<file path="src/fwsp_defines.svh">
// Register offsets, field positions, reset values and timing counts of the serial port
`ifndef FWSP_DEFINES_SVH
`define FWSP_DEFINES_SVH

// Register bus geometry
`define FWSP_ADDR_W        20
`define FWSP_DATA_W        8

// Register byte addresses
`define FWSP_ADDR_CTRLH    20'h4_4f08
`define FWSP_ADDR_ENABLE   20'h4_4f0b
`define FWSP_ADDR_STATUS   20'h4_4f0c
`define FWSP_ADDR_MODE2    20'h4_4f0d
`define FWSP_ADDR_TXHOLD   20'h4_4f0e
`define FWSP_ADDR_RXHOLD   20'h4_4f0f

// Control high register fields
`define FWSP_CTRLH_MASTER  5
`define FWSP_CTRLH_RX_STOP 6

// Mode register 2: chip select configuration field
`define FWSP_MODE2_CSS_HI  5
`define FWSP_MODE2_CSS_LO  4
`define FWSP_CSS_OUTPUT    2'b10
`define FWSP_CSS_INPUT     2'b01

// Status register fields
`define FWSP_ST_TX_EMPTY   7
`define FWSP_ST_TX_CMPL    6
`define FWSP_ST_RX_FULL    5
`define FWSP_ST_CE         4
`define FWSP_ST_OVERRUN    2

// Reset values
`define FWSP_ENABLE_RST    8'h00
`define FWSP_BYTE_RST      8'h00
`define FWSP_IDLE_FILL     8'hff

// Frame and serial clock timing
`define FWSP_FRAME_LAST    3'h7
`define FWSP_CLK_NS        25
`define FWSP_SCK_HALF_NS   100
`define FWSP_SCK_HALF_CYC  ((`FWSP_SCK_HALF_NS + `FWSP_CLK_NS - 1) / `FWSP_CLK_NS)

`endif

</file>
<file path="src/fwsp_pkg.sv">
// Types shared by the four-wire serial port
`default_nettype none
package fwsp_pkg;

	// Transfer sequencer states
	typedef enum logic [1:0] {
		FWSP_ST_IDLE   = 2'b00,
		FWSP_ST_ARB    = 2'b01,
		FWSP_ST_MSHIFT = 2'b10,
		FWSP_ST_SSHIFT = 2'b11
	} fwsp_state_t;

	// Enable register layout, bit 7 first
	typedef struct packed {
		logic       tx_empty_irq_enable;
		logic       tx_end_irq_enable;
		logic       rx_irq_enable;
		logic       rsvd_hi;
		logic       transmit_enable;
		logic       receive_enable;
		logic [1:0] rsvd_lo;
	} fwsp_enable_t;

endpackage
`default_nettype wire

</file>
<file path="src/fwsp_port.sv">
// Four-wire serial port channel: register slave, master/slave shifter, arbitration
// Operation
// - Master drives own serial clock, shifts data
// - Slave uses pin clock only while selected
// - Holder write clears empty, loads, starts shifting
// - Empty holder with enable requests interrupt
// - Pending word starts next frame without gap
// - Empty at frame end sets complete flag
// - After completion clock and select go high
// - No transmit while overrun flag set
// - Master data output floats while select high
// - Slave data output floats while select high
// - Master dummy read starts reception clock
// - Full word stored, full flag, interrupt
// - Reading receive holder clears full flag
// - Stop control halts clock after frame
// - Read with receive enabled restarts clock
// - Word over full holder sets overrun, halts
// - No reception while overrun flag set
// - Low select before transmit: conflict, slave
// - No transmit while conflict flag set
// - Select configuration 01b makes pin input
`timescale 1ns/1ps
`default_nettype none
`include "fwsp_defines.svh"

module fwsp_port
	import fwsp_pkg::*;
(
	input  wire logic                     core_clk,
	input  wire logic                     srst,
	input  wire logic [`FWSP_ADDR_W-1:0]  reg_addr,
	input  wire logic [`FWSP_DATA_W-1:0]  reg_wdata,
	input  wire logic                     reg_wr,
	input  wire logic                     reg_rd,
	output logic      [`FWSP_DATA_W-1:0]  reg_rdata,
	input  wire logic                     serial_clock_pin_in,
	output logic                          serial_clock_pin_out,
	output logic                          serial_clock_pin_oe,
	input  wire logic                     chip_select_pin_n_in,
	output logic                          chip_select_pin_n_out,
	output logic                          chip_select_pin_n_oe,
	output logic                          data_out_pin_out,
	output logic                          data_out_pin_oe,
	input  wire logic                     data_in_pin_in,
	output logic                          tx_empty_irq,
	output logic                          tx_end_irq,
	output logic                          rx_full_irq
);

	// Software-only configuration
	fwsp_enable_t        enable_reg;       // Enable register
	logic [1:0]          select_cfg_reg;   // Chip select configuration field
	logic                rx_stop_ctrl_reg; // Stop after current received frame
	// Sequencer state and hardware-touched flags
	fwsp_state_t         state_reg,        state_next;
	logic                master_reg,       master_next;     // Master role
	logic [7:0]          shreg_reg,        shreg_next;      // Shift register
	logic [7:0]          txhold_reg,       txhold_next;     // Transmit holder
	logic [7:0]          rxhold_reg,       rxhold_next;     // Receive holder
	logic                tx_empty_reg,     tx_empty_next;
	logic                tx_cmpl_reg,      tx_cmpl_next;
	logic                rx_full_reg,      rx_full_next;
	logic                overrun_reg,      overrun_next;
	logic                conflict_reg,     conflict_next;
	logic                rx_req_reg,       rx_req_next;     // Pending dummy-read start
	logic [2:0]          bit_cnt_reg,      bit_cnt_next;    // Bit within frame
	logic [2:0]          div_reg,          div_next;        // Half-period divider
	// Pin drivers, all registered
	logic                sck_reg,          sck_next;
	logic                cs_reg,           cs_next;
	logic                dout_reg,         dout_next;
	logic                dout_oe_reg,      dout_oe_next;
	logic [7:0]          rdata_reg;
	logic                txe_irq_reg,      txd_irq_reg,     rxf_irq_reg;
	// Synchronisers: stage 1 feeds stage 2 only; stage 3 keeps clock history
	logic [2:0]          sync1_reg;        // {clock, select, data}
	logic [2:0]          sync2_reg;
	logic                sck_hist_reg;

	// Synchronised pins and edges
	wire                 sck_s    = sync2_reg[2];
	wire                 cs_s     = sync2_reg[1];
	wire                 din_s    = sync2_reg[0];
	wire                 s_rise   = sck_s & ~sck_hist_reg;
	wire                 s_fall   = ~sck_s & sck_hist_reg;

	// Register decode
	wire                 wr_enable = reg_wr && (reg_addr == `FWSP_ADDR_ENABLE);
	wire                 wr_ctrlh  = reg_wr && (reg_addr == `FWSP_ADDR_CTRLH);
	wire                 wr_status = reg_wr && (reg_addr == `FWSP_ADDR_STATUS);
	wire                 wr_mode2  = reg_wr && (reg_addr == `FWSP_ADDR_MODE2);
	wire                 wr_txhold = reg_wr && (reg_addr == `FWSP_ADDR_TXHOLD);
	wire                 rd_rxhold = reg_rd && (reg_addr == `FWSP_ADDR_RXHOLD);

	// Mode qualifiers
	wire                 tx_on     = enable_reg.transmit_enable;
	wire                 rx_on     = enable_reg.receive_enable;
	wire                 cfg_out   = (select_cfg_reg == `FWSP_CSS_OUTPUT);
	wire                 cfg_in    = (select_cfg_reg == `FWSP_CSS_INPUT);
	wire                 half_done = (div_reg == 3'(`FWSP_SCK_HALF_CYC - 1));
	wire                 last_bit  = (bit_cnt_reg == `FWSP_FRAME_LAST);
	// Transmission may load a word only with no error flag pending
	wire                 tx_ready  = tx_on && !tx_empty_reg && !overrun_reg && !conflict_reg;

	// Frame end: master at the close of the last high half, slave at last rising edge
	wire                 m_frame_end = (state_reg == FWSP_ST_MSHIFT) && half_done
	                                   && sck_reg && last_bit;
	wire                 s_frame_end = (state_reg == FWSP_ST_SSHIFT) && !cs_s
	                                   && s_rise && last_bit;
	wire                 frame_end   = m_frame_end | s_frame_end;
	// The slave still holds its final bit on the data pin
	wire [7:0]           rx_word     = s_frame_end ? {shreg_reg[6:0], din_s} : shreg_reg;
	wire                 ovr_hit     = rx_on && rx_full_reg;

	// Status register image
	logic [7:0]          status_val;
	always_comb begin
		status_val                  = `FWSP_BYTE_RST;
		status_val[`FWSP_ST_TX_EMPTY] = tx_empty_reg;
		status_val[`FWSP_ST_TX_CMPL]  = tx_cmpl_reg;
		status_val[`FWSP_ST_RX_FULL]  = rx_full_reg;
		status_val[`FWSP_ST_CE]       = conflict_reg;
		status_val[`FWSP_ST_OVERRUN]  = overrun_reg;
	end

	// Control high and mode 2 images
	logic [7:0]          ctrlh_val;
	logic [7:0]          mode2_val;
	always_comb begin
		ctrlh_val                        = `FWSP_BYTE_RST;
		ctrlh_val[`FWSP_CTRLH_MASTER]    = master_reg;
		ctrlh_val[`FWSP_CTRLH_RX_STOP]   = rx_stop_ctrl_reg;
		mode2_val                        = `FWSP_BYTE_RST;
		mode2_val[`FWSP_MODE2_CSS_HI]    = select_cfg_reg[1];
		mode2_val[`FWSP_MODE2_CSS_LO]    = select_cfg_reg[0];
	end

	// Read selection; unmapped addresses return zero
	wire [7:0]           rdata_sel =
		(reg_addr == `FWSP_ADDR_ENABLE) ? enable_reg :
		(reg_addr == `FWSP_ADDR_CTRLH)  ? ctrlh_val  :
		(reg_addr == `FWSP_ADDR_STATUS) ? status_val :
		(reg_addr == `FWSP_ADDR_MODE2)  ? mode2_val  :
		(reg_addr == `FWSP_ADDR_TXHOLD) ? txhold_reg :
		(reg_addr == `FWSP_ADDR_RXHOLD) ? rxhold_reg : `FWSP_BYTE_RST;

	// Sequencer and flag next-state; software clears first so hardware sets win, except the empty flag clear, which comes last
	always_comb begin
		state_next    = state_reg;
		master_next   = master_reg;
		shreg_next    = shreg_reg;
		txhold_next   = txhold_reg;
		rxhold_next   = rxhold_reg;
		tx_empty_next = tx_empty_reg;
		tx_cmpl_next  = tx_cmpl_reg;
		rx_full_next  = rx_full_reg;
		overrun_next  = overrun_reg;
		conflict_next = conflict_reg;
		rx_req_next   = rx_req_reg;
		bit_cnt_next  = bit_cnt_reg;
		div_next      = div_reg;
		sck_next      = sck_reg;
		cs_next       = cs_reg;
		dout_next     = dout_reg;
		// Software side effects
		if (wr_ctrlh)
			master_next = reg_wdata[`FWSP_CTRLH_MASTER];
		if (wr_status) begin
			// Write zero to clear a flag, writing one leaves it
			tx_cmpl_next  = tx_cmpl_reg & reg_wdata[`FWSP_ST_TX_CMPL];
			overrun_next  = overrun_reg & reg_wdata[`FWSP_ST_OVERRUN];
			conflict_next = conflict_reg & reg_wdata[`FWSP_ST_CE];
		end
		if (wr_txhold) begin
			txhold_next = reg_wdata;
			if (tx_on)
				tx_cmpl_next = 1'b0;
		end
		if (rd_rxhold) begin
			rx_full_next = 1'b0;
			// Restart only once the clock has stopped
			if (rx_on && master_reg && state_reg == FWSP_ST_IDLE)
				rx_req_next = 1'b1;
		end
		unique case (state_reg)
			FWSP_ST_IDLE: begin
				sck_next = 1'b1;
				cs_next  = 1'b1;
				if (master_reg) begin
					if (tx_ready) begin
						state_next = FWSP_ST_ARB;
					end else if (rx_on && !tx_on && rx_req_reg && !overrun_reg) begin
						// Receive-only frame; idle-high fill on the data pin
						rx_req_next  = 1'b0;
						shreg_next   = `FWSP_IDLE_FILL;
						dout_next    = 1'b1;
						cs_next      = 1'b0;
						sck_next     = 1'b0;
						div_next     = '0;
						bit_cnt_next = '0;
						state_next   = FWSP_ST_MSHIFT;
					end
				end else if (cfg_in && !cs_s && (tx_on || rx_on) && !overrun_reg) begin
					// Selected by the far master
					bit_cnt_next = '0;
					state_next   = FWSP_ST_SSHIFT;
					if (tx_ready) begin
						shreg_next    = txhold_reg;
						dout_next     = txhold_reg[7];
						tx_empty_next = 1'b1;
					end else begin
						shreg_next    = `FWSP_IDLE_FILL;
						dout_next     = 1'b1;
					end
				end
			end
			FWSP_ST_ARB: begin
				if (cfg_out && !cs_s) begin
					// Another master holds select low: give up the bus
					conflict_next = 1'b1;
					master_next   = 1'b0;
					state_next    = FWSP_ST_IDLE;
				end else begin
					shreg_next    = txhold_reg;
					dout_next     = txhold_reg[7];
					tx_empty_next = 1'b1;
					cs_next       = 1'b0;
					sck_next      = 1'b0;
					div_next      = '0;
					bit_cnt_next  = '0;
					state_next    = FWSP_ST_MSHIFT;
				end
			end
			FWSP_ST_MSHIFT: begin
				if (!half_done) begin
					div_next = div_reg + 3'h1;
				end else begin
					div_next = '0;
					if (!sck_reg) begin
						// Rising edge: sample the far side
						sck_next   = 1'b1;
						shreg_next = {shreg_reg[6:0], din_s};
					end else if (!last_bit) begin
						// Falling edge: launch next bit
						sck_next     = 1'b0;
						dout_next    = shreg_reg[7];
						bit_cnt_next = bit_cnt_reg + 3'h1;
					end
				end
			end
			FWSP_ST_SSHIFT: begin
				if (cs_s) begin
					// Deselected mid-frame: drop the partial word
					state_next   = FWSP_ST_IDLE;
					bit_cnt_next = '0;
				end else if (s_fall) begin
					dout_next = shreg_reg[7];
				end else if (s_rise) begin
					shreg_next   = {shreg_reg[6:0], din_s};
					bit_cnt_next = bit_cnt_reg + 3'h1;
				end
			end
		endcase
		// Frame completion shared by both roles
		if (frame_end) begin
			bit_cnt_next = '0;
			if (rx_on && !rx_full_reg) begin
				rxhold_next  = rx_word;
				rx_full_next = 1'b1;
			end
			if (ovr_hit)
				overrun_next = 1'b1;
			if (ovr_hit || overrun_reg) begin
				state_next = FWSP_ST_IDLE;
				sck_next   = 1'b1;
				cs_next    = 1'b1;
			end else if (tx_ready) begin
				// Back-to-back word, no idle half period
				shreg_next    = txhold_reg;
				dout_next     = txhold_reg[7];
				tx_empty_next = 1'b1;
				sck_next      = m_frame_end ? 1'b0 : sck_reg;
			end else if (tx_on && s_frame_end) begin
				tx_cmpl_next = 1'b1;
				shreg_next   = `FWSP_IDLE_FILL;
				dout_next    = 1'b1;
			end else if (tx_on || rx_stop_ctrl_reg || !rx_on || s_frame_end) begin
				// Master stops here; slave keeps filling while selected
				tx_cmpl_next = tx_on ? 1'b1 : tx_cmpl_reg;
				state_next   = s_frame_end ? state_reg : FWSP_ST_IDLE;
				sck_next     = 1'b1;
				cs_next      = 1'b1;
				shreg_next   = `FWSP_IDLE_FILL;
			end else begin
				// Continuous master reception
				shreg_next = `FWSP_IDLE_FILL;
				dout_next  = 1'b1;
				sck_next   = 1'b0;
			end
		end
		// New word beats the load of the old one for the empty flag
		if (wr_txhold && tx_on)
			tx_empty_next = 1'b0;
	end

	// Data output enable follows the select level it will stand beside
	always_comb begin
		if (master_reg)
			dout_oe_next = !cs_next;
		else
			dout_oe_next = tx_on && !cs_s;
	end

	// Pin synchronisers, clock history for edge detection
	always_ff @(posedge core_clk) begin
		if (srst) begin
			sync1_reg    <= 3'b110;
			sync2_reg    <= 3'b110;
			sck_hist_reg <= 1'b1;
		end else begin
			sync1_reg    <= {serial_clock_pin_in, chip_select_pin_n_in, data_in_pin_in};
			sync2_reg    <= sync1_reg;
			sck_hist_reg <= sync2_reg[2];
		end
	end

	// Software-only configuration registers
	always_ff @(posedge core_clk) begin
		if (srst) begin
			enable_reg       <= `FWSP_ENABLE_RST;
			select_cfg_reg   <= 2'b00;
			rx_stop_ctrl_reg <= 1'b0;
		end else begin
			if (wr_enable)
				enable_reg <= reg_wdata & 8'hec;
			if (wr_mode2)
				select_cfg_reg <= {reg_wdata[`FWSP_MODE2_CSS_HI], reg_wdata[`FWSP_MODE2_CSS_LO]};
			if (wr_ctrlh)
				rx_stop_ctrl_reg <= reg_wdata[`FWSP_CTRLH_RX_STOP];
		end
	end

	// Sequencer and flag state
	always_ff @(posedge core_clk) begin
		if (srst) begin
			state_reg    <= FWSP_ST_IDLE;
			master_reg   <= 1'b0;
			shreg_reg    <= `FWSP_IDLE_FILL;
			txhold_reg   <= `FWSP_BYTE_RST;
			rxhold_reg   <= `FWSP_BYTE_RST;
			tx_empty_reg <= 1'b1;
			tx_cmpl_reg  <= 1'b1;
			rx_full_reg  <= 1'b0;
			overrun_reg  <= 1'b0;
			conflict_reg <= 1'b0;
			rx_req_reg   <= 1'b0;
			bit_cnt_reg  <= '0;
			div_reg      <= '0;
		end else begin
			state_reg    <= state_next;
			master_reg   <= master_next;
			shreg_reg    <= shreg_next;
			txhold_reg   <= txhold_next;
			rxhold_reg   <= rxhold_next;
			tx_empty_reg <= tx_empty_next;
			tx_cmpl_reg  <= tx_cmpl_next;
			rx_full_reg  <= rx_full_next;
			overrun_reg  <= overrun_next;
			conflict_reg <= conflict_next;
			rx_req_reg   <= rx_req_next;
			bit_cnt_reg  <= bit_cnt_next;
			div_reg      <= div_next;
		end
	end

	// Registered pins, read data and interrupt requests
	always_ff @(posedge core_clk) begin
		if (srst) begin
			sck_reg     <= 1'b1;
			cs_reg      <= 1'b1;
			dout_reg    <= 1'b1;
			dout_oe_reg <= 1'b0;
			rdata_reg   <= `FWSP_BYTE_RST;
			txe_irq_reg <= 1'b0;
			txd_irq_reg <= 1'b0;
			rxf_irq_reg <= 1'b0;
		end else begin
			sck_reg     <= sck_next;
			cs_reg      <= cs_next;
			dout_reg    <= dout_next;
			dout_oe_reg <= dout_oe_next;
			rdata_reg   <= reg_rd ? rdata_sel : `FWSP_BYTE_RST;
			txe_irq_reg <= enable_reg.tx_empty_irq_enable & tx_empty_reg;
			txd_irq_reg <= enable_reg.tx_end_irq_enable & tx_cmpl_reg;
			rxf_irq_reg <= enable_reg.rx_irq_enable & (rx_full_reg | overrun_reg);
		end
	end

	// Output ports straight from flip-flops, except the select enable, which gates master_reg with the configuration
	assign reg_rdata             = rdata_reg;
	assign serial_clock_pin_out  = sck_reg;
	assign serial_clock_pin_oe   = master_reg;
	assign chip_select_pin_n_out = cs_reg;
	assign chip_select_pin_n_oe  = master_reg & cfg_out;
	assign data_out_pin_out      = dout_reg;
	assign data_out_pin_oe       = dout_oe_reg;
	assign tx_empty_irq          = txe_irq_reg;
	assign tx_end_irq            = txd_irq_reg;
	assign rx_full_irq           = rxf_irq_reg;
endmodule
`default_nettype wire

</file>
<file path="config.mk">
export PLATFORM = sky130hd
export DESIGN_NAME = fwsp_port
export DESIGN_NICKNAME = d
export VERILOG_FILES = /design/src/fwsp_pkg.sv /design/src/fwsp_port.sv
export VERILOG_INCLUDE_DIRS = /design/src
export SDC_FILE = /design/constraint.sdc
export NUM_CORES = 1
export LEC_CHECK = 0
export BUFFER_PORTS_ARGS = -buffer_cell sky130_fd_sc_hd__clkbuf_2
export CORE_UTILIZATION = 30
export DETAILED_ROUTE_END_ITERATION = 7
export GPL_TIMING_DRIVEN = 0
export RECOVER_POWER = 25
export SLEW_MARGIN = 10
export SYNTH_ARGS = -nofsm -noshare
export SYNTH_HDL_FRONTEND = slang
export SYNTH_SLANG_ARGS = --single-unit
</file>
<file path="constraint.sdc">
create_clock -name core_clk -period 2.65 [get_ports core_clk]
set_input_delay 0.53 -clock core_clk [delete_from_list [all_inputs] [get_ports core_clk]]
set_output_delay 0.53 -clock core_clk [all_outputs]
set_load 0.01 [all_outputs]
</file>
==> qor.yml <==
required_ns: 2.92
tritoncts: "built"
clock_sinks: 69
r2r_cells: 7
multi_input_area_mm2: 0.00197
ys.flop_type: "dfxtp_1"
cts_buffers: 9
yosys_warnings: 0
rows: 39
synth_edf_count: 0
diodes: 0
utilization: 0.372
powerDensity_mw_per_mm2: 574
postRouteAntennaNets: 0
die_y_um: 110
max_stage_delay_ns: 0.47
path_cells: "ha_1 -> and4bb_2 -> nand3_1 -> a21oi_1 -> clkbuf_1 -> o211ai_1 -> a31oi_1"
fp.dieW_um: 110
hold_viol_final: 0
cts-resized-gates: 0
peakVddDrop_mv: 0.273
wire_per_inst_um: 16.7
rsz0062_at_grt: "false"
syn-num-nets: 452
r2r_start: "div_reg[0]"
cp.buffers_inverters: 1
finalPower_mw: 2.44
clk_path_buf_depth: 2
p_leak_nw: 1.70
grt_pass1_vias: 3158
timing.max_cap.violations: 0
grt_pass1_wl_um: 16500
hold_depth: 2
io_buffers: 51
drt-total-wl_um: 10400
startpoint: "div_reg[0]"
path_depth: 7
avgSynthCellArea_um2: 8.48
nFillCells: 1187
syn_area_mm2: 0.00351
die_area_mm2: 0.0121
ff_latch_area_mm2: 0.00138
area_growth_pct: 21.1
fin_crit_sh: 0.900
drc: 0
outcome: "completed"
design_area_mm2: 0.00425
finalCriticalPeriod_ns: 2.38
layoutNonFillerInstCount: 624
routed_via_density: 5.44
dpl_cell_area_mm2: 0.00395
cts_hold_buf: 0
cp-start-kind: "flip-flop"
drtPass1Iterations: 5
core-area_mm2: 0.0114
final_nets: 514
synth_seq_area_share: 0.394
grt_overflow: 0
grtUsageTotal: 0.184
antenna_found_initial: 0
ios: 52
insertion_delay_ns: 0.34
slew_headroom: 0.521
initial_core_util: 0.307
clk_pin_slew_worst_paths_ns: 0.06
grt_max_degree: 14
setup_violations: 0
fin_tns_setup_ns: 0
r2r_setup_slack_ns: 0.27
placed_cells: 608
vias: 3393
hpwlAfterDp_um: 7720
cts_max_level: 3
async_reset_ff_frac: 0
skew_ns: 0.00675
cts_setup_buffers: 0
slowest_stage: "clkbuf_1"
cp_max_fo: 10
drv_slew: 0
ys_types: 65
cp_top_family: "compound AO/OA/AOI/OAI gates"
ys_seq_elements: 69
gp_congestion: 0.868
end_kind: "flip-flop"
syn_inst: 414
drive_above_1_share: 0.183
worstMarginPinSlew_ns: 0.716
worstPathArrival_ns: 2.65
max_freq_mhz: 419
hold_path.class: "input pin to flip-flop"
drtIter0Drc: 257
hold_start: "chip_select_pin_n_in"
clockRootBuffer: "clkbuf_16"
crit_type: "flip-flop to flip-flop"
-- worst paths after layout --
kind | endpoint
setup reg to reg | data_out_pin_out
setup / recovery | data_out_pin_out
hold / removal | sync1_reg[1]
hold reg to reg | sync2_reg[2]
-- cells by family (layout without fill, tap and decap cells) --
logic type               count (synthesis)  count (layout)  synth area share
AND/OR/NAND/NOR                        194             194             0.286
AO/OA/AOI/OAI                           90              90             0.174
buffers and inverters                   30              97            0.0481
adder cells (fa/ha/maj)                  3               3            0.0107
flip-flops                              69              69             0.394
multiplexers                            28              28            0.0873
-- power breakdown --
group	total [mW]	leakage, nW	switching, mW	internal, mW
Sequential	1.04	0.558	0.00156	1.04
Combinational	0.0879	0.982	0.0515	0.0364
Clock	1.31	0.156	0.481	0.828
Total	2.44	1.70	0.534	1.91
-- synth_stat cells (2+ instances only) --
| master | number | area [um^2] |
|---|---|---|
| dfxtp_1 | 69 | 1380 |
| nor2_1 | 66 | 248 |
| nand2_1 | 50 | 188 |
| a21oi_1 | 25 | 125 |
| mux2i_1 | 25 | 250 |
| o21ai_0 | 18 | 90.1 |
| clkbuf_1 | 10 | 37.5 |
| nor3_1 | 10 | 50.1 |
| a311oi_1 | 8 | 70.1 |
| inv_1 | 7 | 26.3 |
| nand3_1 | 7 | 35.0 |
| or2_2 | 7 | 43.8 |
| nor2b_1 | 6 | 37.5 |
| a211oi_1 | 5 | 37.5 |
| buf_6 | 5 | 56.3 |
| nand4_1 | 5 | 31.3 |
| a22oi_1 | 4 | 30.0 |
| buf_2 | 4 | 20.0 |
| nand2b_1 | 4 | 25.0 |
| nand3b_1 | 4 | 30.0 |
| a221oi_1 | 3 | 26.3 |
| a31oi_1 | 3 | 18.8 |
| and2_1 | 3 | 18.8 |
| and3b_1 | 3 | 26.3 |
| and4bb_2 | 3 | 37.5 |
| ha_1 | 3 | 37.5 |
| nor3b_1 | 3 | 22.5 |
| nor4b_1 | 3 | 26.3 |
| nor4bb_1 | 3 | 30.0 |
| o221ai_1 | 3 | 26.3 |
| a22o_1 | 2 | 17.5 |
| and3_1 | 2 | 12.5 |
| and4b_1 | 2 | 20.0 |
| buf_1 | 2 | 7.51 |
| mux4_2 | 2 | 45.0 |
| o211ai_1 | 2 | 15.0 |
| o21bai_1 | 2 | 15.0 |
| o22ai_1 | 2 | 12.5 |
| o31ai_1 | 2 | 15.0 |
| or3_1 | 2 | 12.5 |
-- metrics by stage --
stage,worst slack [ns],hold WS [ns]
floorplan,0.555,0.389
finish,0.266,0.369
detailed placement,0.205,0.394
CTS,0.304,0.366
global placement,0.0726,0.392
global route,0.100,0.380
-- metal layers --
| metal | GRT usage | vias up | share of wire |
|---|---|---|---|
| li1 | - | 1625 | - |
| met1 | 0.230 | 1615 | 0.44 |
| met2 | 0.302 | 134 | 0.45 |
| met3 | 0.0376 | 19 | 0.077 |
| met4 | 0.0874 | 0 | 0.024 |
| met5 | 0 | - | 0 |
-- area by class of cell --
cell class / instances / share of cell area
Tap cell: 143 / 0.0421
Sequential cell: 69 / 0.325
Multi-Input combinational cell: 315 / 0.463
Inverter: 7 / 0.00618
Buffer: 23 / 0.0318
Clock inverter: 7 / 0.0233
Timing Repair Buffer: 51 / 0.0559
Clock buffer: 9 / 0.0530
-- layout by cell type, fill, tap and decap left out, drive strengths merged, types with 3 or more instances in the layout --
cell type / synthesis / routed
nand4: 5 / 5
o221ai: 3 / 3
and4bb: 3 / 3
nor2: 66 / 66
or2: 7 / 7
nand3: 7 / 7
nand2: 51 / 51
dfxtp: 69 / 69
clkinv: 0 / 3
inv: 7 / 8
a211oi: 6 / 6
nand2b: 4 / 4
nor4bb: 3 / 3
and2: 3 / 3
or3: 4 / 4
o22ai: 3 / 3
and3b: 3 / 3
a31oi: 3 / 3
nor4b: 3 / 3
buf: 12 / 11
a221oi: 3 / 3
a311oi: 8 / 8
nor2b: 6 / 6
a22oi: 4 / 4
ha: 3 / 3
mux2i: 25 / 25
nand3b: 4 / 4
nor3: 11 / 11
clkbuf: 11 / 72
a21oi: 25 / 25
o21ai: 18 / 18
nor3b: 4 / 4
Power figures use the tool's default switching activity.
